<file path="src/design/crc16_pkg.sv">
// Purpose: Shared constants for the byte serial checksum unit
// Assumes: Classic Wishbone slave with 32-bit data, one register per aligned word
// Notes: Registers are eight bits wide in the low lane, upper bits read as zero
package crc16_pkg;
    // ****************************************************
    // Register map (byte addresses)
    // ****************************************************
    localparam logic [3:0] GENERATOR_SELECT_CONTROL_ADDR = 4'h0;
    localparam logic [3:0] CHECKSUM_INPUT_BYTE_ADDR = 4'h4;
    localparam logic [3:0] CHECKSUM_RESULT_LOW_ADDR = 4'h8;
    localparam logic [3:0] CHECKSUM_RESULT_HIGH_ADDR = 4'hc;
    // ****************************************************
    // Fields and reset values
    // ****************************************************
    localparam int GENERATOR_SELECT_BIT = 0;
    localparam logic [7:0] INPUT_BYTE_RESET = 8'h00;
    localparam logic [15:0] CHECKSUM_RESET = 16'h0000;
    localparam logic GENERATOR_SELECT_RESET = 1'b0;
    // ****************************************************
    // Generator constants
    // ****************************************************
    localparam logic [15:0] GENERATOR_CCITT = 16'h1021;
    localparam logic [15:0] GENERATOR_CRC16 = 16'h8005;
    localparam int BITS_PER_BYTE = 8;
    // Depth of the byte queue in front of the checksum engine
    localparam int BYTE_FIFO_DEPTH = 16;
    localparam logic [31:0] UNMAPPED_READ = 32'h00000000;
endpackage

</file>
<file path="src/design/byte_fifo.sv">
// Purpose: Small flip-flop FIFO with valid and ready on both sides
// Assumes: Single clock, synchronous active-high reset
// Notes: Full and empty are exact; a push while full is refused by ready low
`timescale 1ns/1ps
module byte_fifo #(
    parameter int WIDTH = 8,
    parameter int DEPTH = 16
) (
    input wire logic sys_clk_i,
    input wire logic sys_rst_i,
    input wire logic in_valid_i,
    output logic in_ready_o,
    input wire logic [WIDTH-1:0] in_data_i,
    output logic out_valid_o,
    input wire logic out_ready_i,
    output logic [WIDTH-1:0] out_data_o
);
    localparam int AW = $clog2(DEPTH);
    logic [WIDTH-1:0] store [DEPTH];
    logic [AW-1:0] wr_ptr;
    logic [AW-1:0] rd_ptr;
    logic [AW:0] count;
    logic push;
    logic pop;

    // Refuse depths the pointer wrap cannot serve, at elaboration
    if (DEPTH < 2 || (1 << AW) != DEPTH || WIDTH < 1) begin : g_bad_params
        $error("byte_fifo: DEPTH must be a power of two of at least 2");
    end

    // Handshakes on both sides
    assign push = in_valid_i && in_ready_o;
    assign pop = out_valid_o && out_ready_i;
    assign in_ready_o = (count != DEPTH[AW:0]);
    assign out_valid_o = (count != '0);
    assign out_data_o = store[rd_ptr];

    // Storage write
    always_ff @(posedge sys_clk_i) begin
        if (push) begin
            store[wr_ptr] <= in_data_i;
        end
    end

    // Pointers and fill level
    always_ff @(posedge sys_clk_i) begin
        if (sys_rst_i) begin
            wr_ptr <= '0;
            rd_ptr <= '0;
            count <= '0;
        end else begin
            if (push) begin
                wr_ptr <= wr_ptr + 1'b1;
            end
            if (pop) begin
                rd_ptr <= rd_ptr + 1'b1;
            end
            if (push && !pop) begin
                count <= count + 1'b1;
            end else if (pop && !push) begin
                count <= count - 1'b1;
            end
        end
    end
endmodule // byte_fifo

</file>
<file path="src/design/byte_serial_crc16_unit.sv">
// Purpose: Byte serial 16-bit checksum unit behind a classic Wishbone slave
// Assumes: One system clock, synchronous reset, software feeds bytes in order
// Notes: Input bytes queue in a FIFO; the engine folds one byte per clock
//
// Decided for this implementation: the Wishbone register port and the register addresses.
`timescale 1ns/1ps
// Function
// [RULE_01] A running 16-bit checksum is kept and advanced by each input byte.
// [RULE_02] Control bit zero clear picks x16+x12+x5+1, set picks x16+x15+x2+1.
// [RULE_03] Only those two generators exist; no other polynomial can be loaded.
// [RULE_04] Each input byte write folds that byte into the held checksum, replacing it.
// [RULE_05] One byte is folded in a single clock once it reaches the engine.
// [RULE_06] The byte is first XORed into the checksum's upper eight bits.
// [RULE_07] Each step shifts the temporary value left with a zero entering.
// [RULE_08] When the bit shifted out is one, the value is XORed with 8005h or 1021h.
// [RULE_09] The shift and XOR step runs eight times before the result is stored.
// [RULE_10] The high result register reads and writes checksum bits 15 to 8.
// [RULE_11] The low result register reads and writes checksum bits 7 to 0.
// [RULE_12] Input byte, both result bytes and the select bit reset to zero.
// [RULE_13] Control bits 7 to 1 always read as zero.
// [RULE_14] Software clears the result pair and selects a generator before a new sum.
// [RULE_15] For program memory, software feeds each word low byte then high byte.
// [RULE_16] No reflection and no final XOR; the register value is the result.
// [RULE_17] A direct result write loads the checksum so the next byte continues from it.
module byte_serial_crc16_unit
    import crc16_pkg::*;
#(
    parameter int FIFO_DEPTH = BYTE_FIFO_DEPTH
) (
    input wire logic sys_clk_i,
    input wire logic sys_rst_i,
    input wire logic wb_cyc_i,
    input wire logic wb_stb_i,
    input wire logic wb_we_i,
    input wire logic [3:0] wb_adr_i,
    input wire logic [3:0] wb_sel_i,
    input wire logic [31:0] wb_dat_i,
    output logic [31:0] wb_dat_o,
    output logic wb_ack_o,
    output logic busy_o
);
    // ****************************************************
    // Declarations
    // ****************************************************
    logic generator_select;
    logic [7:0] checksum_input_byte;
    logic [15:0] running_checksum;
    logic [15:0] next_checksum;
    logic req;
    logic wr_lane0;
    logic hit_ctrl;
    logic hit_in;
    logic hit_lo;
    logic hit_hi;
    logic fifo_in_valid;
    logic fifo_in_ready;
    logic fifo_out_valid;
    logic [7:0] fifo_out_data;
    logic engine_take;
    logic ack_stall;

    // Parameter sanity, refused at elaboration
    if (FIFO_DEPTH < 2) begin : g_bad_depth
        $error("byte_serial_crc16_unit: FIFO_DEPTH must be at least 2");
    end

    // ****************************************************
    // Bus decode
    // ****************************************************
    // New request only when no ack is pending, so each access is taken once
    assign req = wb_cyc_i && wb_stb_i && !wb_ack_o;
    assign wr_lane0 = req && wb_we_i && wb_sel_i[0];
    always_comb begin
        hit_ctrl = 1'b0;
        hit_in = 1'b0;
        hit_lo = 1'b0;
        hit_hi = 1'b0;
        if (wb_adr_i == GENERATOR_SELECT_CONTROL_ADDR) begin
            hit_ctrl = 1'b1;
        end else if (wb_adr_i == CHECKSUM_INPUT_BYTE_ADDR) begin
            hit_in = 1'b1;
        end else if (wb_adr_i == CHECKSUM_RESULT_LOW_ADDR) begin
            hit_lo = 1'b1;
        end else if (wb_adr_i == CHECKSUM_RESULT_HIGH_ADDR) begin
            hit_hi = 1'b1;
        end
    end

    // An input write waits for room in the queue; back-pressure holds ack off
    assign fifo_in_valid = wr_lane0 && hit_in;
    assign ack_stall = fifo_in_valid && !fifo_in_ready;

    // Result reads and writes must see every queued byte folded in first
    assign engine_take = fifo_out_valid;

    // ****************************************************
    // Byte queue
    // ****************************************************
    byte_fifo #(
        .WIDTH(BITS_PER_BYTE),
        .DEPTH(FIFO_DEPTH)
    ) u_byte_fifo (
        .sys_clk_i(sys_clk_i),
        .sys_rst_i(sys_rst_i),
        .in_valid_i(fifo_in_valid),
        .in_ready_o(fifo_in_ready),
        .in_data_i(wb_dat_i[7:0]),
        .out_valid_o(fifo_out_valid),
        .out_ready_i(engine_take),
        .out_data_o(fifo_out_data)
    );

    // ****************************************************
    // Checksum engine
    // ****************************************************
    // Eight unrolled steps in one clock; trades logic depth for one-cycle fold
    always_comb begin
        logic [15:0] temp;
        logic [15:0] taps;
        temp = '0;
        taps = generator_select ? GENERATOR_CRC16 : GENERATOR_CCITT; // [RULE_02] [RULE_03]
        temp = running_checksum ^ {fifo_out_data, 8'h00}; // [RULE_06]
        for (int i = 0; i < BITS_PER_BYTE; i++) begin // [RULE_09]
            if (temp[15]) begin
                temp = {temp[14:0], 1'b0} ^ taps; // [RULE_07] [RULE_08]
            end else begin
                temp = {temp[14:0], 1'b0}; // [RULE_07]
            end
        end
        next_checksum = temp; // [RULE_16]
    end

    // Running checksum: direct loads only when the queue is empty
    always_ff @(posedge sys_clk_i) begin
        if (sys_rst_i) begin
            running_checksum <= CHECKSUM_RESET; // [RULE_12]
        end else if (engine_take) begin
            running_checksum <= next_checksum; // [RULE_01] [RULE_04] [RULE_05]
        end else if (wr_lane0 && hit_lo) begin
            running_checksum[7:0] <= wb_dat_i[7:0]; // [RULE_11] [RULE_17]
        end else if (wr_lane0 && hit_hi) begin
            running_checksum[15:8] <= wb_dat_i[7:0]; // [RULE_10] [RULE_17]
        end
    end

    // ****************************************************
    // Registers
    // ****************************************************
    // Input byte keeps the last value written for readback
    always_ff @(posedge sys_clk_i) begin
        if (sys_rst_i) begin
            checksum_input_byte <= INPUT_BYTE_RESET; // [RULE_12]
        end else if (fifo_in_valid && fifo_in_ready) begin
            checksum_input_byte <= wb_dat_i[7:0];
        end
    end

    // Generator select; a change waits until queued bytes are folded
    always_ff @(posedge sys_clk_i) begin
        if (sys_rst_i) begin
            generator_select <= GENERATOR_SELECT_RESET; // [RULE_12]
        end else if (wr_lane0 && hit_ctrl && !fifo_out_valid) begin
            generator_select <= wb_dat_i[GENERATOR_SELECT_BIT]; // [RULE_02]
        end
    end

    // ****************************************************
    // Bus answer
    // ****************************************************
    // Ack one cycle after the request, later while the queue blocks it
    always_ff @(posedge sys_clk_i) begin
        if (sys_rst_i) begin
            wb_ack_o <= 1'b0;
            wb_dat_o <= UNMAPPED_READ;
        end else begin
            wb_ack_o <= 1'b0;
            if (req && !ack_stall && !((hit_ctrl || hit_lo || hit_hi) && fifo_out_valid)) begin
                wb_ack_o <= 1'b1;
                wb_dat_o <= UNMAPPED_READ;
                if (hit_ctrl) begin
                    wb_dat_o <= {31'h00000000, generator_select}; // [RULE_13]
                end else if (hit_in) begin
                    wb_dat_o <= {24'h000000, checksum_input_byte};
                end else if (hit_lo) begin
                    wb_dat_o <= {24'h000000, running_checksum[7:0]}; // [RULE_11]
                end else if (hit_hi) begin
                    wb_dat_o <= {24'h000000, running_checksum[15:8]}; // [RULE_10]
                end
            end
        end
    end

    // Busy while bytes are still queued or an input byte write with lane 0 selected is presented
    always_ff @(posedge sys_clk_i) begin
        if (sys_rst_i) begin
            busy_o <= 1'b0;
        end else begin
            busy_o <= fifo_out_valid || fifo_in_valid;
        end
    end
endmodule // byte_serial_crc16_unit

</file>
<file path="config.mk">
export PLATFORM = sky130hd
export DESIGN_NAME = byte_serial_crc16_unit
export DESIGN_NICKNAME = d
export VERILOG_FILES = /design/src/design/crc16_pkg.sv /design/src/design/byte_fifo.sv /design/src/design/byte_serial_crc16_unit.sv
export SDC_FILE = /design/constraint.sdc
export NUM_CORES = 1
export LEC_CHECK = 0
export BUFFER_PORTS_ARGS = -buffer_cell sky130_fd_sc_hd__buf_2
export CORE_MARGIN = 1
export CORE_UTILIZATION = 52
export DETAILED_ROUTE_END_ITERATION = 10
export GPL_TIMING_DRIVEN = 0
export MAX_ROUTING_LAYER = met4
export PLACE_DENSITY = 0.7
export SLEW_MARGIN = 20
export SYNTH_ARGS = -nofsm -noshare
export SYNTH_HDL_FRONTEND = slang
export SYNTH_SLANG_ARGS = --single-unit
</file>
<file path="constraint.sdc">
create_clock -name sys_clk_i -period 6.9 [get_ports sys_clk_i]
set_clock_uncertainty 0.05 [all_clocks]
set_input_delay 1.035 -clock sys_clk_i [delete_from_list [all_inputs] [get_ports sys_clk_i]]
set_output_delay 1.035 -clock sys_clk_i [all_outputs]
set_load 0.01 [all_outputs]
</file>
# Word level (Yosys, flattened, before mapping)
# Memories as Yosys holds them, arrays and structs flattened. A register that Yosys moved wholly into a read port is not among the register bits.
# Cells that the tools add are included.
[totals]
regBits = 72
mem_bits_rw = 128
n_memories = 1
[mem_list]
columns = ["name", "depth", "word_bits", "rd", "rd_ports_with_merged_regs", "wr", "line_no", "text"]
rows = [
  ["u_byte_fifo.store", 16, 8, 1, 1, 1, "byte_fifo.sv:19", "logic [WIDTH-1:0] store [DEPTH];"],
]
[op_classes]
n_addsub = 4
n_eq_ne = 5
muxes = 34
bitwise_logic = 9
reduce_logical = 31
[op_table]
columns = ["op", "count"]
rows = [
  ["2-to-1 mux 16 bit", 10],
  ["XOR 16 bit", 9],
  ["2-to-1 mux 8 bit", 7],
  ["logical AND 1 bit", 16],
  ["2-to-1 mux 1 bit", 13],
  ["2-to-1 mux 5 bit", 2],
  ["adder 4 x 1 -> 4 bit, second input constant", 2],
  ["equality test 4 bit, second input constant", 2],
  ["2-to-1 mux 4 bit", 2],
  ["logical NOT 1 bit", 6],
  ["nonzero test 2 bit", 3],
  ["adder 5 x 1 -> 5 bit, second input constant", 1],
  ["inequality test 5 bit, second input constant", 1],
  ["nonzero test 5 bit", 1],
  ["subtractor 5 x 1 -> 5 bit, second input constant", 1],
  ["equality test 4 x 3 -> 1 bit, second input constant", 1],
  ["logical NOT 4 bit", 1],
  ["logical OR 1 bit", 3],
  ["inequality test 2 bit, second input constant", 1],
  ["AND reduction 2 bit", 1],
]

# Longest topological paths before layout
# Gate-level depths: netlist of run 1.
[logic_depth]
ltp_word = 18
depth_mapped = 16
depth_no_buf = 14

# Hierarchy
# A second synthesis of run 1 with hierarchy kept.
[hier_totals]
hier_cells = 570
hier_area_um2 = 8180.3
[modules_own_cells]
columns = ["mod", "instances", "cells_each", "area_each_um2"]
rows = [
  ["byte_fifo", 1, 309, 5769.3],
  ["byte_serial_crc16_unit", 1, 261, 2411.1],
]

# Worst setup path before layout of run 1
# OpenSTA, ideal clock, no wires.
[synth_path]
path_type = "in2reg"
start = "input port wb_cyc_i"
end = "register u_byte_fifo.count[3]"
arrival_time_ns = 3.636
required_ns = 6.780
path_slack_ns = 3.144
cell_stages = 16
path_buffers = 2
cell_sequence = "nand2_1 nor2_1 and3_1 clkbuf_1 nand3_1 a21o_1 inv_1 buf_1 ha_1 inv_1 ha_1 a21o_1 a21oi_1 xnor2_1 or3_1 a21oi_1"
[synth_via]
elab_chain_cells = 9
word_cells_on_any_way = 11
[synth_lines]
columns = ["element", "line_no", "text"]
rows = [
  ["start, declared", "byte_serial_crc16_unit.sv:32", "input wire logic wb_cyc_i,"],
  ["logical AND 1 bit (*) (2 in series)", "byte_serial_crc16_unit.sv:71", "assign req = wb_cyc_i && wb_stb_i && !wb_ack_o;"],
  ["logical AND 1 bit (*) (2 in series)", "byte_serial_crc16_unit.sv:72", "assign wr_lane0 = req && wb_we_i && wb_sel_i[0];"],
  ["logical AND 1 bit (*)", "byte_serial_crc16_unit.sv:90", "assign fifo_in_valid = wr_lane0 && hit_in;"],
  ["logical AND 1 bit (*)", "byte_fifo.sv:32", "assign push = in_valid_i && in_ready_o;"],
  ["named net u_byte_fifo.push", "byte_fifo.sv:23", "logic push;"],
  ["logical NOT 1 bit", "byte_fifo.sv:60", "end else if (pop && !push) begin"],
  ["logical AND 1 bit", "byte_fifo.sv:60", ""],
  ["nonzero test 2 bit (no line)", "--", ""],
  ["end signal, assigned", "byte_fifo.sv:59", "count <= count + 1'b1;"],
  ["end signal, assigned", "byte_fifo.sv:61", "count <= count - 1'b1;"],
  ["end, declared", "byte_fifo.sv:22", "logic [AW:0] count;"],
]
# Mark *: on every way through the listed nets, which the timed path passes. The rest lies on a longest branch.
# A chain may end at the register's enable or synchronous reset.

# Worst setup path after layout of run 1
[layout_path]
start = "input port wb_adr_i[2]"
end = "register u_byte_fifo.count[3]"
[layout_via]
elab_chain_cells = 8
word_cells_on_any_way = 11
[layout_lines]
columns = ["element", "line_no", "text"]
rows = [
  ["start, declared", "byte_serial_crc16_unit.sv:35", "input wire logic [3:0] wb_adr_i,"],
  ["equality test 4 x 3 -> 1 bit", "byte_serial_crc16_unit.sv:80", "end else if (wb_adr_i == CHECKSUM_INPUT_BYTE_ADDR) begin"],
  ["2-to-1 mux 1 bit", "byte_serial_crc16_unit.sv:80", ""],
  ["2-to-1 mux 1 bit (*)", "byte_serial_crc16_unit.sv:78", "if (wb_adr_i == GENERATOR_SELECT_CONTROL_ADDR) begin"],
  ["logical AND 1 bit (*)", "byte_serial_crc16_unit.sv:90", ""],
  ["logical AND 1 bit (*)", "byte_fifo.sv:32", ""],
  ["named net u_byte_fifo.push", "byte_fifo.sv:23", ""],
  ["logical NOT 1 bit", "byte_fifo.sv:60", ""],
  ["logical AND 1 bit", "byte_fifo.sv:60", ""],
  ["nonzero test 2 bit (no line)", "--", ""],
]
# Marks and branches as above.

==> results of run 1 <==
==> metrics by stage <==
step	util, %	worst slack [ns]	std cells	instance area (um^2)	total power, mW
2_1_floorplan	-	3.14	607	8240	2.31
3_3_place_gp	56.6	2.55	844	8630	2.55
3_5_place_dp	56.6	2.45	844	8630	2.58
4_1_cts	60.1	2.87	876	9170	3.48
5_1_grt	60.1	2.57	876	9170	3.64
6_report	60.1	2.79	876	9170	3.49
==> power breakdown <==
part	internal [mW]	switching, mW
Clock	0.498	0.404
Combinational	0.580	0.716
Sequential	1.23	0.0627
Total	2.30	1.18
==> per-layer routing <==
metal  vias up  global-route usage [%]
met5         -                       -
met4         0                    8.19
met3        18                    4.52
met2       151                    37.5
met1      2478                    31.0
li1       2262                       -
==> path summary, 6_finish.rpt <==
path	start	slack [ns]	endpoint	cells past startpoint
setup reg to reg	u_byte_fifo.count[0]	2.86	u_byte_fifo.count[3]	14
hold reg to reg	checksum_input_byte[5]	0.41	checksum_input_byte[5]	2
hold / removal	checksum_input_byte[5]	0.41	checksum_input_byte[5]	2
setup / recovery	wb_adr_i[2]	2.79	u_byte_fifo.count[3]	15
==> kinds of logic after synthesis <==
logic type | share of synthesized area, %
adder cells (fa/ha/maj) | 1.23
AND/OR/NAND/NOR | 7.54
flip-flops | 59.9
AO/OA/AOI/OAI | 6.33
XOR/XNOR | 6.37
multiplexers | 13.8
buffers and inverters | 4.76
other | 0.0460
==> registers in the layout, summed over array words and instances (netlist names), named ones only <==
name and count:
u_byte_fifo.store 128, running_checksum 16, checksum_input_byte 8, wb_dat_o 8
u_byte_fifo.count 5, u_byte_fifo.rd_ptr 4, u_byte_fifo.wr_ptr 4, busy_o 1
generator_select 1, wb_ack_o 1
==> worst reg2reg max path: cells and delay by family (launching register included) <==
| kind | cells | cell delay [ns] |
|---|---|---|
| compound gates | 3 | 0.55 |
| xor+xnor | 1 | 0.11 |
| fa+ha+maj | 2 | 0.69 |
| buf+inv | 5 | 1.31 |
| flops | 1 | 0.30 |
| simple gates | 3 | 0.96 |
==> cell usage in the layout, fill, tap and decap left out, types with 5 or more instances in the layout <==
cell	instances
clkbuf_1	21
buf_2	27
nor2_1	42
mux4_2	27
o21ai_0	5
inv_1	6
xnor2_1	17
a21oi_1	34
a22oi_1	8
nand2_1	33
edfxtp_1	128
and2_1	14
dfxtp_1	52
nor3_1	13
mux2_2	13
ha_1	8
conb_1	24
nor2b_1	7
buf_1	6
xor2_1	22
and3_1	6
buf_4	30
mux2i_1	25
clkbuf_16	17
a211oi_1	15
==> final cells by class <==
type / count / area, um^2 / area share, %
clock buffers: 21 / 440 / 4.80
multi-input cells: 362 / 2960 / 32.3
plain buffers: 58 / 362 / 3.94
flip-flops and latches: 180 / 4880 / 53.3
repair buffers: 26 / 130 / 1.42
inverters: 7 / 26.3 / 0.287
clock inverters: 11 / 100 / 1.09
well taps: 211 / 264 / 2.88
==> metrics, run 1 <==
outcome finished clean; antenna viol nets, final 0; worst-margin pin slew 1.03 ns; diodes inserted 0; buffers inserted by post-CTS timing repair 0; total of max-cap violations 0; kind of end point of the critical path flop; global-route usage over all layers 23.7%; count leader, synth edfxtp_1; final count of negative-setup-slack endpoints 0; count of boundary I/O pins 79; largest cells by area after synthesis edfxtp_1 (47%), dfxtp_1 (13%), mux4_2 (7.5%); die width 127 um; post-detailed-placement half-perimeter wirelength 11700 um; routed length on met1 7770 um; wire length of the first global-routing pass 26800 um; category of cells accounting for the largest share of critical-path delay buffers and inverters; number of cell rows 45; critical path startpoint category input pin; setup repair after global routing missed its margin false; Tcrit/Tclk final 59.6%; cell-by-cell listing of the critical path buf_2 -> nor2b_1 -> clkbuf_1 -> nand3_1 -> a21o_1 -> inv_1 -> buf_1 -> ha_1 -> inv_1 -> ha_1 -> a21o_1 -> a21oi_1 -> xnor2_1 -> or3_1 -> a21oi_1; Sink Count 180; top cell type by total area after synthesis edfxtp_1; top routing layer used met4; die boundary height 127 um; TritonCTS buffer count 17; static power due to leakage 3.26 nW; Pwr Density 380 nW/um^2; average routed wire per standard cell 20.2 um; top post-synthesis cells by count edfxtp_1 (128), dfxtp_1 (52), nor2_1 (42); Initial Utilization 53.4%; Max Root-Sink Buffers 2; synthesis-to-finish area growth 12.5%; post-synthesis area per instance 14.0 um^2; Clock Tree Root clkbuf_16; cell count after synthesis 584; Seq/Total Area, Yosys 59.9%; Yosys top cell area share 47.2%; number of antenna violations at the first check in global routing 0; fraction of synthesis flops using an asynchronous set or reset pin 0%; worst hold margin 0.408 ns; worst slew margin relative to its limit 31.0%; maximum frequency from static timing analysis 243 MHz; number of buffers and inverters on the critical path 5; Detailed Routing Iterations Pass 1 6; share of final-layout standard cells stronger than drive strength 1 21.2%; Hold Violations, Final 0; cts hold-fix bufs 0; CTS tree built; total gr overflow 0; standard cell with the maximum stage delay on the critical path buf_1; max-slew violations 0; final RePlAce weighted congestion 0.872; maximum number of pins on one net before global-route repair 21; number of cells upsized or downsized after cts 0; type of the setup path with the least slack in -> reg; Worst EP required 7.20 ns; WL met3 1020 um; class of the tightest hold or removal check reg -> reg; Clock H-tree levels 4; summed negative setup slack over all endpoints 0 ns; worst-path maximum fanout 10; insertion delay to the later sink of the worst-skew pair 0.43 ns; largest vdd supply drop 0.000207 V; NumNets Final 705; Vias per Instance 5.60; DRC violation count after routing 0; number of enable-type register cells in the synthesized netlist 128; number of buffers added on ports 26; final critical delay including setup and external delays 4.11 ns; DIE AREA 16200 um^2; Warnings, synthesis 0; total number of vias 4909; clock edge transition at the registers on the reported setup and hold paths 0.06 ns; Filler Cell Count 1214; met2 routed WL 8650 um; maximum cell stage delay along the critical path 0.44 ns; area of the core region 15300 um^2; FF+latch count, synth 180; Netlist Area Pre-Place 8150 um^2; via count of the first global-routing pass 4775; dominant synthesized flop cell edfxtp_1; Detailed Route WL 17700 um; number of distinct library cells after synthesis 52; Worst EP arrival 4.41 ns; drt initial violations 340
(Power assumes the default switching activity.)
==> inputs of run 2 (changes only) <==
- PLACE_DENSITY: 0.7 -> 0.73
- clock period: 6.9 -> 3.35 ns (I/O delays scaled with it)
==> metrics, run 2 (same netlist as run 1, synthesis figures left out) <==
NumNets Final 708 (+0.43%); Worst Reg-to-Reg Cells 11 (-3); met2 routed WL 8730 um (+0.95%); worst-margin pin slew 1.08 ns (+0.0495 ns); TritonCTS buffer count 17 (unchanged); commonest non-fill, non-tap cells in the layout edfxtp_1 (128), dfxtp_1 (52), nor2_1 (42), buf_4 (35), a21oi_1 (34); max-slew violations 0 (unchanged); area of combinational cells with multiple inputs 3010 um^2 (+1.4%); Sequential cell area 4880 um^2 (unchanged); total number of vias 4979 (+1.4%); critical path startpoint category flop; type of the setup path with the least slack reg -> reg; total power of the final layout 7.30 mW (+110%); Detailed Routing Iterations Pass 1 6 (unchanged); synthesis-to-finish area growth 13.7%; count of boundary I/O pins 79 (unchanged); share of final-layout standard cells stronger than drive strength 1 23.1% (+1.9 points); final count of negative-setup-slack endpoints 0 (unchanged); endpoint of the worst hold-timing path checksum_input_byte[3]; class of the tightest hold or removal check reg -> reg; cell-by-cell listing of the critical path buf_4 -> buf_4 -> buf_2 -> mux4_2 -> mux2i_1 -> a21oi_1 -> xor2_2 -> xor2_2 -> xor2_1 -> or3_1 -> a311oi_1; Largest register FFs 128 (unchanged); insertion delay to the later sink of the worst-skew pair 0.44 ns (about the same); post-detailed-placement half-perimeter wirelength 11700 um (about the same); Initial Utilization 53.4% (unchanged); drt initial violations 604 (+78%); maximum frequency from static timing analysis 307 MHz; Pwr Density 788 nW/um^2 (+110%); clock edge transition at the registers on the reported setup and hold paths 0.06 ns (about the same); number of cell rows 45 (unchanged); Clock Tree Root clkbuf_16; top routing layer used met4; CTS tree built; total gr overflow 0 (unchanged); Worst EP arrival 3.55 ns (-0.86 ns); Worst EP required 3.64 ns (-3.56 ns); worst slew margin relative to its limit 27.7% (-3.3 points); WHS Path Cells 2 (unchanged); final RePlAce weighted congestion 0.871 (-0.10%); final critical delay including setup and external delays 3.26 ns; global-route usage over all layers 23.9% (+0.20 points); Max Root-Sink Buffers 2 (unchanged); routed length on met1 7530 um (-3.2%); Tcrit/Tclk final 97.2%; most common library cell in the layout ignoring fill and taps edfxtp_1; biggest registers after layout u_byte_fifo.store (128), running_checksum (16); worst-path maximum fanout 10 (unchanged); via count of the first global-routing pass 4710 (-1.4%); register with the most flip-flops u_byte_fifo.store; kind of end point of the critical path flop; cts hold-fix bufs 0 (unchanged); die width 127 um (unchanged); antenna viol nets, final 0 (unchanged); number of buffers added on ports 26 (unchanged); Sink Count 180 (unchanged); flop2flop setup slack 0.09 ns (-2.77 ns); DRC violation count after routing 0 (unchanged); static power due to leakage 3.29 nW (+1.1%); diodes inserted 0 (unchanged); maximum number of pins on one net before global-route repair 21 (unchanged); utilization after layout 60.7% (+0.65 points); standard cell with the maximum stage delay on the critical path a21oi_1; Hold Violations, Final 0 (unchanged); Clock H-tree levels 4 (unchanged); outcome finished clean; cell count after placement 844 (unchanged); worst hold start checksum_input_byte[3]; total of max-cap violations 0 (unchanged); number of antenna violations at the first check in global routing 0 (unchanged); area of the core region 15300 um^2 (unchanged); average routed wire per standard cell 20.3 um (+0.50%); largest vdd supply drop 0.000384 V (+86%); Detailed Route WL 17800 um (+0.85%); maximum cell stage delay along the critical path 0.39 ns (-0.05 ns); wire length of the first global-routing pass 27000 um (+0.67%); die boundary height 127 um (unchanged); DIE AREA 16200 um^2 (unchanged); non-filler instance count after layout 879 (+0.34%); Critical R2R Capture running_checksum[12]; WL met3 1180 um (+16%); Filler Cell Count 1140 (-6.1%); Vias per Instance 5.66 (+1.1%)
run 2: metrics by stage:
stage,hold slack (ns),setup WS [ns],instance area [um^2],TNS [ns]
after floorplan,0.387,0.126,8240,0
after global placement,0.395,-0.457,8630,-0.910
after detailed placement,0.402,-0.581,8630,-1.24
after CTS,0.411,0.0212,9200,0
after global routing,0.431,-0.0119,9270,-0.0119
final,0.413,0.0934,9270,0
run 2: report_power, final:
group	internal [mW]	switching, mW	total, mW
registers	2.53	0.146	2.67
logic	1.26	1.49	2.75
clock network	1.03	0.852	1.89
total	4.82	2.49	7.30
run 2: repair_timing:
item	CTS	global route
pin swaps	0	3
setup buffers	0	5
setup endpoints to repair	4	12
resized for setup	6	5
run 2: cell type report:
class	instances	area share (%)
clock inverters	13	1.31
inverters	7	0.337
multi-input cells	362	32.4
repair buffers	31	1.81
plain buffers	56	3.90
well taps	211	2.85
flip-flops and latches	180	52.7
clock buffers	19	4.67
run 2: layer usage:
layer	global-route usage [%]	up-vias
met1	31.3	2482
met3	4.40	36
met4	10.2	0
met5	-	-
met2	37.0	197
li1	-	2264
run 2: worst max path at each step:
stage	endpoint	slack, ns	depth (start not counted)
after floorplan	u_byte_fifo.count[3]	0.13	16
after global placement	u_byte_fifo.count[3]	-0.46	14
after detailed placement	u_byte_fifo.count[3]	-0.58	15
after CTS	u_byte_fifo.count[3]	0.02	14
after global routing	running_checksum[12]	-0.01	11
final	running_checksum[12]	0.09	11
run 2: worst max-delay path: cells and delay by family, from the launching register on:
family,cells,cell delay [ns]
xor gates and xnor gates,3,0.81
AOI/OAI and AO/OA,2,0.65
buffers and inverters,3,0.70
muxes,2,0.32
DFF,1,0.30
and+or+nand+nor,1,0.34
==> inputs of run 3 (changes only) <==
- ABC_CLOCK_PERIOD_IN_PS: unset -> 3350
- SYNTH_HIERARCHICAL: unset -> 1
==> metrics, run 3 <==
CTS tree built; area of the core region 15300 um^2 (unchanged); clock edge transition at the registers on the reported setup and hold paths 0.06 ns (about the same); die width 127 um (+0.19%); Yosys top cell area share 47.0% (-0.18 points); count of boundary I/O pins 79 (unchanged); final critical delay including setup and external delays 3.21 ns (-0.0422 ns); post-synthesis area per instance 14.4 um^2 (+2.8%); FF+latch count, synth 180 (unchanged); static power due to leakage 3.46 nW (+5.0%); max-slew violations 0 (unchanged); number of enable-type register cells in the synthesized netlist 128 (unchanged); antenna viol nets, final 0 (unchanged); total gr overflow 0 (unchanged); Tcrit/Tclk final 96.0% (-1.3 points); average routed wire per standard cell 20.3 um (-0.10%); top post-synthesis cells by count edfxtp_1 (128), nor2_1 (54), dfxtp_1 (52); setup repair after global routing missed its margin false; outcome finished clean; Critical R2R Capture running_checksum[0]; Pwr Density 838 nW/um^2 (+6.3%); maximum number of pins on one net before global-route repair 21 (unchanged); Max Root-Sink Buffers 2 (unchanged); number of antenna violations at the first check in global routing 0 (unchanged); number of buffers added on ports 26 (unchanged); Vias per Instance 5.76 (+1.8%); class of the tightest hold or removal check in -> reg; Warnings, synthesis 6 (+6); Clock Tree Root clkbuf_16; flop2flop setup slack 0.14 ns (+0.04 ns); global-route usage over all layers 23.5% (-0.41 points); synthesis-to-finish area growth 16.8%; fraction of synthesis flops using an asynchronous set or reset pin 0% (unchanged); NumNets Final 705 (-0.42%); total number of vias 5032 (+1.1%); Netlist Area Pre-Place 8180 um^2 (+0.38%); DIE AREA 16200 um^2 (+0.38%); die boundary height 127 um (+0.19%); diodes inserted 0 (unchanged); dominant synthesized flop cell edfxtp_1; most common library cell in the layout ignoring fill and taps edfxtp_1; worst-margin pin slew 0.915 ns (-0.165 ns); number of cell rows 45 (unchanged); DRC violation count after routing 0 (unchanged); Worst EP required 3.62 ns (-0.02 ns); Worst Reg-to-Reg Cells 10 (-1); Filler Cell Count 1113 (-2.4%); non-filler instance count after layout 873 (-0.68%); total of max-cap violations 0 (unchanged); final count of negative-setup-slack endpoints 0 (unchanged); Hold Violations, Final 0 (unchanged); via count of the first global-routing pass 4982 (+5.8%); worst-path maximum fanout 10 (unchanged); kind of end point of the critical path flop; top cell type by total area after synthesis edfxtp_1; drt initial violations 412 (-32%); Seq/Total Area, Yosys 59.7% (-0.23 points); utilization after layout 62.6% (+1.9 points); type of the setup path with the least slack reg -> reg; worst slew margin relative to its limit 38.8% (+11 points); Initial Utilization 53.6% (+0.21 points); Detailed Route WL 17700 um (-0.78%); maximum frequency from static timing analysis 311 MHz (+1.3%); cell count after synthesis 570 (-2.4%); count leader, synth edfxtp_1; final RePlAce weighted congestion 0.884 (+1.5%); commonest non-fill, non-tap cells in the layout edfxtp_1 (128), nor2_1 (54), dfxtp_1 (52), buf_4 (38), mux4_2 (33); largest vdd supply drop 0.000531 V (+38%); biggest registers after layout u_byte_fifo/store (128), running_checksum (16); number of distinct library cells after synthesis 56 (+7.7%); total power of the final layout 8.01 mW (+9.6%); largest cells by area after synthesis edfxtp_1 (47%), dfxtp_1 (13%), mux4_2 (9.1%); share of final-layout standard cells stronger than drive strength 1 28.1% (+5.0 points); cell count after placement 830 (-1.7%); post-detailed-placement half-perimeter wirelength 11500 um (-0.99%); wire length of the first global-routing pass 26900 um (-0.61%); Largest register FFs 128 (unchanged); Clock H-tree levels 4 (unchanged); insertion delay to the later sink of the worst-skew pair 0.43 ns (about the same); TritonCTS buffer count 17 (unchanged); register with the most flip-flops u_byte_fifo/store; Detailed Routing Iterations Pass 1 5 (-1); Sink Count 180 (unchanged); Worst EP arrival 3.49 ns (-0.06 ns); critical path startpoint category flop; Worst setup endpoint running_checksum[0]
[run 3: cell count changes in the layout (fill, tap and decap cells not counted), sizes merged, moves of 4 or more]
cell / previous run / this run
xor2: 24 / 9
and2: 14 / 1
a211oi: 16 / 22
a21oi: 34 / 14
o211ai: 0 / 4
nor3: 13 / 6
a22oi: 8 / 16
buf: 71 / 78
mux2i: 26 / 22
nor2: 42 / 54
xnor2: 23 / 29
a22o: 1 / 7
[run 3: worst min path at each step]
stage / end / depth (start not counted) / from
global placement: wb_dat_o[1] / 2 / wb_dat_o[1]
global route: u_byte_fifo/wr_ptr[3] / 2 / sys_rst_i
detailed placement: wb_dat_o[1] / 2 / wb_dat_o[1]
CTS: u_byte_fifo/wr_ptr[3] / 2 / sys_rst_i
finish: u_byte_fifo/wr_ptr[3] / 2 / sys_rst_i
floorplan: checksum_input_byte[0] / 2 / checksum_input_byte[0]
[run 3: stage by stage]
| stage | hold WS (ns) | setup TNS, ns | cell area [um^2] | setup slack, ns |
|---|---|---|---|---|
| after global routing | 0.284 | 0 | 9560 | 0.0146 |
| final | 0.264 | 0 | 9560 | 0.136 |
| after floorplan | 0.408 | 0 | 8270 | 0.362 |
| after CTS | 0.255 | -0.0116 | 9380 | -0.0116 |
| after global placement | 0.417 | -3.21 | 8660 | -0.203 |
| after detailed placement | 0.422 | -1.12 | 8680 | -0.309 |
[run 3: report_power, final]
part,switching [mW],internal [mW],leakage [nW]
registers,0.160,2.51,1.58
clock network,0.808,1.17,0.283
logic,1.63,1.73,1.60
total,2.60,5.41,3.46
[run 3: logic make-up (layout without fill, tap and decap cells)]
logic type / Yosys count / count (layout) / share of synthesized area (%)
AOI/OAI and AO/OA: 80 / 80 / 7.46
and+or+nand+nor: 127 / 127 / 7.48
DFF: 180 / 180 / 59.7
buffers and inverters: 63 / 132 / 4.51
xor gates and xnor gates: 41 / 41 / 5.60
muxes: 68 / 68 / 13.6
other: 1 / 24 / 0.0458
adders and majority gates: 10 / 10 / 1.62
[run 3: cell type report]
class	count	area, um^2	area share, %
plain buffers	57	369	3.86
clock buffers	18	429	4.49
clock inverters	13	158	1.65
inverters	6	22.5	0.236
multi-input cells	350	3210	33.6
flip-flops and latches	180	4880	51.1
well taps	211	264	2.76
repair buffers	38	220	2.30
[run 3: per-layer routing]
layer	GRT usage [%]	up-vias	wire, um	part of all wire (%)
li1	-	2262	-	-
met1	28.7	2528	7150	40
met2	39.6	207	9210	52
met3	3.77	35	929	5.2
met4	8.75	0	422	2.4
met5	-	-	0	0
[run 3: what timing repair did]
item / in CTS / in global routing
pin swaps: 3 / 11
setup buffers: 2 / 10
cloned: 0 / 0
resized for setup: 15 / 19
setup endpoints to repair: 4 / 4
hold endpoints to repair: 0 / 0
hold buffers: 0 / 0
[run 3: worst max-delay path: stages, from the launching register on]
cell,delay [ns]
dfxtp_1,0.31
buf_4,0.18
buf_12,0.17
mux4_2,0.54
a22oi_2,0.27
nand2_2,0.16
xnor2_4,0.32
xnor2_4,0.18
xnor3_2,0.46
and3_1,0.19
a2111oi_2,0.26
